--- config.mk ---
export PLATFORM = sky130hd
export DESIGN_NAME = xgmii_mdio_core
export DESIGN_NICKNAME = d
export VERILOG_FILES = /design/src/rtl/mdio_regs.v /design/src/rtl/pair_buffer.v /design/src/rtl/xgmii_mdio_core.v
export VERILOG_INCLUDE_DIRS = /design/src /design/src/rtl
export SDC_FILE = /design/constraint.sdc
export NUM_CORES = 1
export LEC_CHECK = 0
export BUFFER_PORTS_ARGS = -buffer_cell sky130_fd_sc_hd__buf_2
export CORE_ASPECT_RATIO = 1.1
export CORE_MARGIN = 3
export CORE_UTILIZATION = 35
export DETAILED_ROUTE_END_ITERATION = 10
export PLACE_DENSITY = 0.54
export SKIP_CTS_REPAIR_TIMING = 1
export SYNTH_ARGS = -nofsm -noshare
export SYNTH_HDL_FRONTEND = slang
export SYNTH_SLANG_ARGS = --single-unit
--- constraint.sdc ---
create_clock -name clock -period 22.2 [get_ports clock]
set_input_delay 5.55 -clock clock [delete_from_list [all_inputs] [get_ports clock]]
set_output_delay 5.55 -clock clock [all_outputs]
set_load 0.005 [all_outputs]
--- src/rtl/xgmii_mdio_map.vh ---
// Constants for the 64-bit client path and the management slave
`ifndef XGMII_MDIO_MAP_VH
`define XGMII_MDIO_MAP_VH
// --------------------------------------------------------------
// Client control characters
// --------------------------------------------------------------
`define CHAR_IDLE      8'h07
`define CHAR_START     8'hFB
`define CHAR_TERM      8'hFD
`define CHAR_ERROR     8'hFE
`define LANE_COUNT     8
// --------------------------------------------------------------
// Management frame fields
// --------------------------------------------------------------
`define OP_ADDRESS     2'h0
`define OP_WRITE       2'h1
`define OP_READ_INC    2'h2
`define OP_READ        2'h3
`define PRE_ONES       6'h20
`define DATA_BITS      5'h10
// --------------------------------------------------------------
// Register map selections and reset values
// --------------------------------------------------------------
`define MAP_PCS_PMA    2'h0
`define MAP_DTE_XGXS   2'h2
`define MAP_PHY_XGXS   2'h3
`define ADDR_RESET     16'h0000
`define REG_RESET      16'h0000
`endif

--- src/rtl/mdio_regs.v ---
// Small management register bank addressed by the current address
`timescale 1ns/100ps
`include "xgmii_mdio_map.vh"
module mdio_regs #(
  parameter DEPTH_LOG = 4
) (
  // Clock and reset
  input  wire        clock,
  input  wire        sys_rst,
  // Access
  input  wire        wr_en,
  input  wire [15:0] addr,
  input  wire [15:0] wr_data,
  input  wire [1:0]  map_sel,
  output reg  [15:0] rd_data
);
  reg [15:0] mem_q [0:(1<<DEPTH_LOG)-1];
  integer    i;

  // Writes land in the low address window; reads beyond it give zero
  always @(posedge clock) begin
    if (sys_rst) begin
      for (i = 0; i < (1<<DEPTH_LOG); i = i + 1)
        mem_q[i] <= `REG_RESET;
    end else if (wr_en && addr[15:DEPTH_LOG] == 0) begin
      mem_q[addr[DEPTH_LOG-1:0]] <= wr_data;
    end
  end

  // Read path; last word reports the selected map in its low bits
  always @* begin
    if (addr[15:DEPTH_LOG] != 0)
      rd_data = 16'h0000;
    else if (addr[DEPTH_LOG-1:0] == {DEPTH_LOG{1'b1}})
      rd_data = {14'h0000, map_sel};
    else
      rd_data = mem_q[addr[DEPTH_LOG-1:0]];
  end
endmodule // mdio_regs

--- src/rtl/pair_buffer.v ---
// Two-entry valid/ready buffer for one 72-bit client word
`timescale 1ns/100ps
module pair_buffer #(
  parameter WIDTH = 72
) (
  // Clock and reset
  input  wire             clock,
  input  wire             sys_rst,
  // Filling side
  input  wire             in_valid,
  output wire             in_ready,
  input  wire [WIDTH-1:0] in_data,
  // Draining side
  output wire             out_valid,
  input  wire             out_ready,
  output wire [WIDTH-1:0] out_data
);
  reg [WIDTH-1:0] slot_q [0:1];
  reg             rd_q;
  reg             wr_q;
  reg [1:0]       count_q;
  wire            push;
  wire            pop;

  // Handshake terms
  assign push      = in_valid & in_ready;
  assign pop       = out_valid & out_ready;
  assign in_ready  = (count_q != 2'h2);
  assign out_valid = (count_q != 2'h0);
  assign out_data  = slot_q[rd_q];

  // Storage and pointers
  always @(posedge clock) begin
    if (sys_rst) begin
      rd_q    <= 1'b0;
      wr_q    <= 1'b0;
      count_q <= 2'h0;
    end else begin
      if (push) begin
        slot_q[wr_q] <= in_data;
        wr_q         <= ~wr_q;
      end
      if (pop)
        rd_q <= ~rd_q;
      if (push & ~pop)
        count_q <= count_q + 2'h1;
      else if (pop & ~push)
        count_q <= count_q - 2'h1;
    end
  end
endmodule // pair_buffer

--- src/rtl/xgmii_mdio_core.v ---
// 64-bit client path with error marking, and the management slave
`timescale 1ns/100ps
`include "xgmii_mdio_map.vh"
module xgmii_mdio_core #(
  parameter DEPTH_LOG = 4
) (
  // Clock and reset
  input  wire        clock,
  input  wire        sys_rst,
  // Line side receive words from the decoder
  input  wire        line_valid,
  output wire        line_ready,
  input  wire [63:0] line_rxd,
  input  wire [7:0]  line_rxc,
  input  wire [7:0]  line_err,
  // Client receive bus
  output wire [63:0] xgmii_rxd,
  output wire [7:0]  xgmii_rxc,
  output wire        xgmii_rx_valid,
  input  wire        xgmii_rx_ready,
  // Client transmit bus and line side transmit words
  input  wire [63:0] xgmii_txd,
  input  wire [7:0]  xgmii_txc,
  output reg  [63:0] line_txd,
  output reg  [7:0]  line_txc,
  output reg         tx_bad_start,
  // Management pins
  input  wire        mdc,
  input  wire        mdio_in,
  output reg         mdio_out,
  output reg         mdio_oe,
  input  wire [4:0]  prtad,
  input  wire [1:0]  type_sel,
  output reg  [1:0]  map_select
);
  // ------------------------------------------------------------
  // Character helpers
  // ------------------------------------------------------------
  function is_ctl;
    input       c;
    input [7:0] d;
    input [7:0] code;
    begin
      is_ctl = c && (d == code);
    end
  endfunction

  // ------------------------------------------------------------
  // Receive path: error marking, then two-entry buffer
  // ------------------------------------------------------------
  reg  [63:0] rx_mark_d;
  reg  [7:0]  rxc_mark_d;
  reg         rx_in_frame_q;
  integer     n;

  // Mark errored lanes, keep Start only in lane 0 or 4
  always @* begin
    rx_mark_d  = line_rxd;
    rxc_mark_d = line_rxc;
    for (n = 0; n < `LANE_COUNT; n = n + 1) begin
      if (line_err[n]) begin
        rx_mark_d[8*n +: 8] = `CHAR_ERROR;
        rxc_mark_d[n]       = 1'b1;
      end else if (n != 0 && n != 4 &&
                   is_ctl(line_rxc[n], line_rxd[8*n +: 8], `CHAR_START)) begin
        rx_mark_d[8*n +: 8] = `CHAR_ERROR;
      end
    end
  end

  // Frame tracking for the receive bus, lane 4 checked before lane 0
  always @(posedge clock) begin
    if (sys_rst)
      rx_in_frame_q <= 1'b0;
    else if (line_valid && line_ready) begin
      if (is_ctl(rxc_mark_d[4], rx_mark_d[39:32], `CHAR_START))
        rx_in_frame_q <= 1'b1;
      else if (|(line_rxc & ~line_err) && !is_ctl(rxc_mark_d[0], rx_mark_d[7:0],
               `CHAR_START))
        rx_in_frame_q <= 1'b0;
      else if (is_ctl(rxc_mark_d[0], rx_mark_d[7:0], `CHAR_START))
        rx_in_frame_q <= 1'b1;
    end
  end

  // Buffer carries data and control side by side, one word per edge
  pair_buffer #(.WIDTH(72)) rx_buf (
    .clock     (clock),
    .sys_rst   (sys_rst),
    .in_valid  (line_valid),
    .in_ready  (line_ready),
    .in_data   ({rxc_mark_d, rx_mark_d}),
    .out_valid (xgmii_rx_valid),
    .out_ready (xgmii_rx_ready),
    .out_data  ({xgmii_rxc, xgmii_rxd})
  );

  // ------------------------------------------------------------
  // Transmit path: register, flag misplaced Start, pass errors
  // ------------------------------------------------------------
  reg bad_start_d;
  integer m;

  // Start outside lanes 0 and 4 is flagged; Error characters pass
  always @* begin
    bad_start_d = 1'b0;
    for (m = 0; m < `LANE_COUNT; m = m + 1)
      if (m != 0 && m != 4 && is_ctl(xgmii_txc[m], xgmii_txd[8*m +: 8], `CHAR_START))
        bad_start_d = 1'b1;
  end

  // Words leave unchanged so Terminate, Idle and Error keep their meaning
  always @(posedge clock) begin
    if (sys_rst) begin
      line_txd     <= {8{`CHAR_IDLE}};
      line_txc     <= 8'hFF;
      tx_bad_start <= 1'b0;
    end else begin
      line_txd     <= xgmii_txd;
      line_txc     <= xgmii_txc;
      tx_bad_start <= bad_start_d;
    end
  end

  // ------------------------------------------------------------
  // Management slave
  // ------------------------------------------------------------
  localparam ST_PRE  = 3'h0;
  localparam ST_HEAD = 3'h1;
  localparam ST_TA   = 3'h2;
  localparam ST_DATA = 3'h3;
  localparam ST_READ = 3'h4;

  reg  [2:0]  state_q;
  reg  [5:0]  ones_q;
  reg  [4:0]  bit_q;
  reg  [13:0] head_q;
  reg  [15:0] shift_q;
  reg  [15:0] cur_addr_q;
  reg         mdc_q;
  reg         match_q;
  reg         wr_en_q;
  wire        mdc_rise;
  wire [15:0] reg_rd;
  wire [1:0]  op;

  assign mdc_rise = mdc & ~mdc_q;
  assign op       = head_q[12:11];

  // Map select caught only while reset is asserted
  always @(posedge clock) begin
    if (sys_rst)
      map_select <= (type_sel == 2'h1) ? `MAP_PCS_PMA : type_sel;
  end

  mdio_regs #(.DEPTH_LOG(DEPTH_LOG)) regs (
    .clock   (clock),
    .sys_rst (sys_rst),
    .wr_en   (wr_en_q),
    .addr    (cur_addr_q),
    .wr_data (shift_q),
    .map_sel (map_select),
    .rd_data (reg_rd)
  );

  // Frame receiver sampled on rising management clock; never initiates
  always @(posedge clock) begin
    if (sys_rst) begin
      state_q    <= ST_PRE;
      ones_q     <= 6'h00;
      bit_q      <= 5'h00;
      head_q     <= 14'h0000;
      shift_q    <= 16'h0000;
      cur_addr_q <= `ADDR_RESET;
      mdc_q      <= 1'b0;
      match_q    <= 1'b0;
      wr_en_q    <= 1'b0;
      mdio_out   <= 1'b1;
      mdio_oe    <= 1'b0;
    end else begin
      mdc_q   <= mdc;
      wr_en_q <= 1'b0;
      if (mdc_rise) begin
        case (state_q)
          ST_PRE: begin
            mdio_oe <= 1'b0;
            if (mdio_in)
              ones_q <= (ones_q == `PRE_ONES) ? ones_q : ones_q + 6'h01;
            else begin
              ones_q <= 6'h00;
              if (ones_q == `PRE_ONES) begin
                state_q <= ST_HEAD;
                bit_q   <= 5'h0D;
                head_q  <= 14'h0000;
              end
            end
          end
          ST_HEAD: begin
            head_q <= {head_q[12:0], mdio_in};
            if (bit_q == 5'h00) begin
              state_q <= ST_TA;
              match_q <= (head_q[9:5] == prtad);
              if (head_q[12] != 1'b1)
                state_q <= ST_PRE;
              else if (head_q[9:5] == prtad && head_q[11]) begin
                // Second turnaround bit is driven low by the slave
                mdio_oe  <= 1'b1;
                mdio_out <= 1'b0;
              end
            end else
              bit_q <= bit_q - 5'h01;
          end
          ST_TA: begin
            bit_q <= `DATA_BITS - 5'h01;
            if (match_q && op[1]) begin
              state_q  <= ST_READ;
              mdio_out <= reg_rd[15];
              shift_q  <= {reg_rd[14:0], 1'b0};
            end else
              state_q <= ST_DATA;
          end
          ST_DATA: begin
            shift_q <= {shift_q[14:0], mdio_in};
            if (bit_q == 5'h00) begin
              state_q <= ST_PRE;
              if (match_q && op == `OP_ADDRESS)
                cur_addr_q <= {shift_q[14:0], mdio_in};
              if (match_q && op == `OP_WRITE)
                wr_en_q <= 1'b1;
            end else
              bit_q <= bit_q - 5'h01;
          end
          ST_READ: begin
            // Release the line on the rise that samples the last bit
            if (bit_q == 5'h00) begin
              state_q  <= ST_PRE;
              mdio_oe  <= 1'b0;
              mdio_out <= 1'b1;
              if (op == `OP_READ_INC)
                cur_addr_q <= cur_addr_q + 16'h0001;
            end else begin
              mdio_out <= shift_q[15];
              shift_q  <= {shift_q[14:0], 1'b0};
              bit_q    <= bit_q - 5'h01;
            end
          end
          default: state_q <= ST_PRE;
        endcase
      end
    end
  end
endmodule // xgmii_mdio_core

# --- Word-level counts from Yosys, hierarchy flattened ---
# Memory sizes are Yosys's and may differ from the RTL's. A register that Yosys moved wholly into a read port is not among the register bits.
# Index checks and enable logic that the tools add are counted.
totals:
  ram_bits: 400
  mem_count: 2
  input_bits: 165
  out_inout_bits: 151
  ff_bits: 143
classes:
  n_addsub: 5
  n_eq_ne: 37
  n_mux: 83
  bitwise: 13
  reduce_logical: 43
mem_list:
  columns: ["memory", "depth", "word_bits", "rd", "rd_clocked_by_memory_dff", "write_ports", "line_no", "text"]
  rows:
  - ["regs.mem_q", 16, 16, 1, 1, 16, "mdio_regs.v:17", "reg [15:0] mem_q [0:(1<<DEPTH_LOG)-1];"]
  - ["rx_buf.slot_q", 2, 72, 1, 1, 1, "pair_buffer.v:18", "reg [WIDTH-1:0] slot_q [0:1];"]
ops:
  columns: ["operator", "n"]
  rows:
  - ["$mux 16", 9]
  - ["$mux 8", 14]
  - ["$eq 8x8->1 const B", 12]
  - ["$pmux 16 s3", 1]
  - ["$mux 1", 35]
  - ["$pmux 16 s2", 1]
  - ["$ne 2x2->1 const B", 14]
  - ["$mux 13", 2]
  - ["$pmux 13 s2", 1]
  - ["$reduce_and 6->1", 3]
  - ["$logic_and 1x1->1", 17]
  - ["$add 16x1->16 const B", 1]
  - ["$reduce_or 16->1", 1]
  - ["$mux 3", 5]
  - ["$mux 5", 3]
  - ["$pmux 5 s3", 1]
  - ["$logic_not 12->1", 1]
  - ["$mux 4", 3]
  - ["$mux 6", 2]
  - ["$pmux 3 s4", 1]
  - ["$reduce_bool 12->1", 1]
  - ["$reduce_bool 3->1", 4]
  - ["$reduce_and 5->1", 2]
  - ["$not 1->1", 8]
  - ["25 further kinds", 39]

# --- Logic depth before layout (Yosys ltp) ---
logic_depth:
  word_depth: 8
  ltp_mapped: 8
  depth_no_buf: 7

# --- Cells and area by module ---
# Synthesis repeated with hierarchy kept, for this count alone.
hier_totals:
  cells_unflattened: 1769
  hier_area_um2: 22763.1
modules_own_cells:
  columns: ["mod", "area_per_inst_um2", "cells_each", "instances", "seq_area_each_um2"]
  rows:
  - ["mdio_regs", 11305.8, 800, 1, 7627.3]
  - ["xgmii_mdio_core", 6054.6, 718, 1, 2802.7]
  - ["pair_buffer", 5402.7, 251, 1, 4424.2]

# --- Worst setup path after synthesis ---
# OpenSTA, ideal clock, no wires.
synth_timing:
  path_type: "in2reg"
  start: "input sys_rst"
  end: "memory rx_buf.slot_q[0][0], enable pin"
  arrival_ns: 10.908
  path_slack_ns: 10.702
  setup_ns: 0.591
  stages: 3
  path_cell_list: "clkbuf_1 buf_1 nor3_1"
synth_between:
  elab_chain_cells: 2
synth_rtl:
  columns: ["element", "line_no", "text"]
  rows:
  - ["from (decl)", "xgmii_mdio_core.v:9", "input wire sys_rst,"]
  - ["$mux 1", "pair_buffer.v:34", "if (sys_rst) begin"]
  - ["$mux 1 (not written as such)", "pair_buffer.v:40", "slot_q[wr_q] <= in_data;"]
  - ["to (decl)", "pair_buffer.v:18", null]
# Every way passes these cells.

==> out/results.tsv <==
metric	value	unit
status	finished, final reports clean	
Post-Syn Instances	1732	
total number of vias	14800	
Top FF cell, synth	edfxtp_1	
post-synthesis async set-or-reset flop share	0	%
FMAX	127.2	MHz
CP top delay family	buffers and inverters	
CP cell instances	buf_4, mux2_2, buf_2	
critical path class	reg -> out	
filler instances	6160	
DR iter-0 viols	1062	
routing usage on met1	22.99	%
overall power	2.444	mW
die width	253.3	um
1st-pass router iterations	5	
initial antenna violation count	0	
RSZ-0062 raised after global routing	false	
WP buf/inv	2	
pin count of the biggest net entering global routing	96	
die area	70410	um^2
most used routing layer	met2	
Post-Syn Area per Cell	13.59	um^2
share of cells above drive strength 1	33.98	%
gpl congestion	0.8971	
max incr delay on CP	0.75	ns
met2 Use GR	28.14	%
synthesized flop and latch total	548	
slowest cell on the critical path	buf_4	
Worst Path Required	16.65	ns
Hold Fails Final Rpt	0	
IO Port Bufs	315	
Setup TNS	0	ns
Post-synth EDFFs	402	
Root Driver	clkbuf_16	
Hold WC Path Type	reg -> reg	
Synth Cell Area	23540	um^2
endpoint class of the critical path	output pin	
Maximum Capacitance Violations	0	
Fin Hold WS	0.4509	ns
Core Rows	99	
routed len/inst	21.12	um
distinct cell type count of the synthesized netlist	73	
Worst EP arrival	2.31	ns
max_slew headroom	23.39	%
Final Cycle Share	35.41	%
Layout Skew	0.01558	ns
CORE AREA	66520	um^2
Clock Pin Slew Worst Setup and Hold Paths	0.06	ns
H-tree levels	2	
Synth top area share	51.28	%
Max IR drop VDD	0.05443	mV
Cell Pwr Density	87.50	nW/um^2
slew of the pin with the lowest slew margin	1.145	ns
Synth Net Count	1905	
vias in the first global route	15040	
total track usage	17.14	%
CTS tree	built	
Startpoint Class	register	
Avg Vias per Cell	5.075	
Lkg Pwr	9.839	nW
register area share after synthesis	63.70	%
leading area contributor after synthesis	edfxtp_1	
Die H	278.0	um
# IOs	316	
met3 Usage GRT	2.860	%
leading post-synthesis cells by cell area	edfxtp_1, dfxtp_1, and2_1, mux4_2, mux2_2	
clock buffer depth	3	
Clock Sinks	548	
fin nets	2182	
worst-path maximum fanout	72	
fin. max-slew vios	0	
# setup viols final	0	
CTS Buf Count	58	
total grt overflow	0	
Syn-to-layout area delta	18.67	%
post-layout min period	7.861	ns
routed wire length	61610	um
post-detailed-route count of antenna-violating nets	0	
post-DP HPWL	40360	um
effective utilization at floorplan	35.39	%
commonest non-fill, non-tap cell in the layout	edfxtp_1	
DRC Markers	0	
fin util	42.00	%
first-pass GRT wire length	92550	um
Synth Warn #	0	
commonest cells after routing, fill and taps aside	edfxtp_1, buf_2, and2_1	
clock latency on the worst-skew pair	0.61	ns
==> synth_stat cells, drive strengths merged (37+ instances only) <==
cell and count:
or2 98, clkbuf 87, and2 263, nor2 63
dfxtp 146, edfxtp 402, mux4 60, mux2 73
nor4 47, buf 37, nand2 81, nor2b 48
a21oi 40
==> registers in the layout, indices dropped and copies added (netlist names), 2 cells and up, named ones only <==
name	flops
rx_buf.count_q	2
line_txc	8
line_txd	64
ones_q	6
cur_addr_q	16
map_select	2
regs.mem_q	256
head_q	13
shift_q	16
bit_q	5
state_q	3
rx_buf.slot_q	144
==> kinds of logic after synthesis <==
group / Yosys count / synth area share, %
xor+xnor: 14 / 0.5209
buf+inv: 134 / 2.546
fa+ha+maj: 8 / 0.4253
flops: 548 / 63.70
mux: 169 / 10.78
compound gates: 142 / 3.997
simple gates: 717 / 18.03
==> through the flow <==
| stage | std cells | area, um^2 | setup WS (ns) |
|---|---|---|---|
| 3_3_place_gp | 2807 | 25840 | 14.42 |
| 3_5_place_dp | 2807 | 25840 | 14.43 |
| 6_report | 2917 | 27930 | 14.34 |
| 4_1_cts | 2915 | 27930 | 14.27 |
| 2_1_floorplan | 1732 | 23540 | 10.70 |
| 5_1_grt | 2915 | 27930 | 14.21 |
==> path summary, 6_finish.rpt <==
path / from / end / slack, ns / cells past startpoint
max: register / xgmii_rxc[7] / 14.34 / 3
max reg2reg: register / shift_q[11] / 18.87 / 6
min reg2reg: head_q[4] / head_q[4] / 0.45 / 2
min: head_q[4] / head_q[4] / 0.45 / 2
==> routing by layer <==
metal  vias to the layer above  part of all wire (%)
met4                         0                   3.1
met1                      7333                    43
li1                       6905                     -
met3                       103                   5.9
met5                         -                     0
met2                       462                    47
==> final cells by class <==
type | count | area, um^2 | area share [%]
Sequential cell | 548 | 15000 | 53.70
Multi-Input combinational cell | 1050 | 7951 | 28.46
Timing Repair Buffer | 341 | 1774 | 6.351
Clock buffer | 77 | 1677 | 6.002
Tap cell | 858 | 1074 | 3.843
Clock inverter | 31 | 414.1 | 1.483
Inverter | 10 | 37.54 | 0.1344
Antenna cell | 2 | 5.005 | 0.01792
==> power by group <==
part           internal (mW)  switching [mW]
clock                  0.645           0.407
sequential              1.16          0.0161
combinational          0.104           0.116
==> tightest hold or removal path: stages, from the launching register on <==
cell and delay (ns):
dfxtp_1 0.31, nand2_1 0.05, a21oi_1 0.05
(Power assumes the default switching activity.)
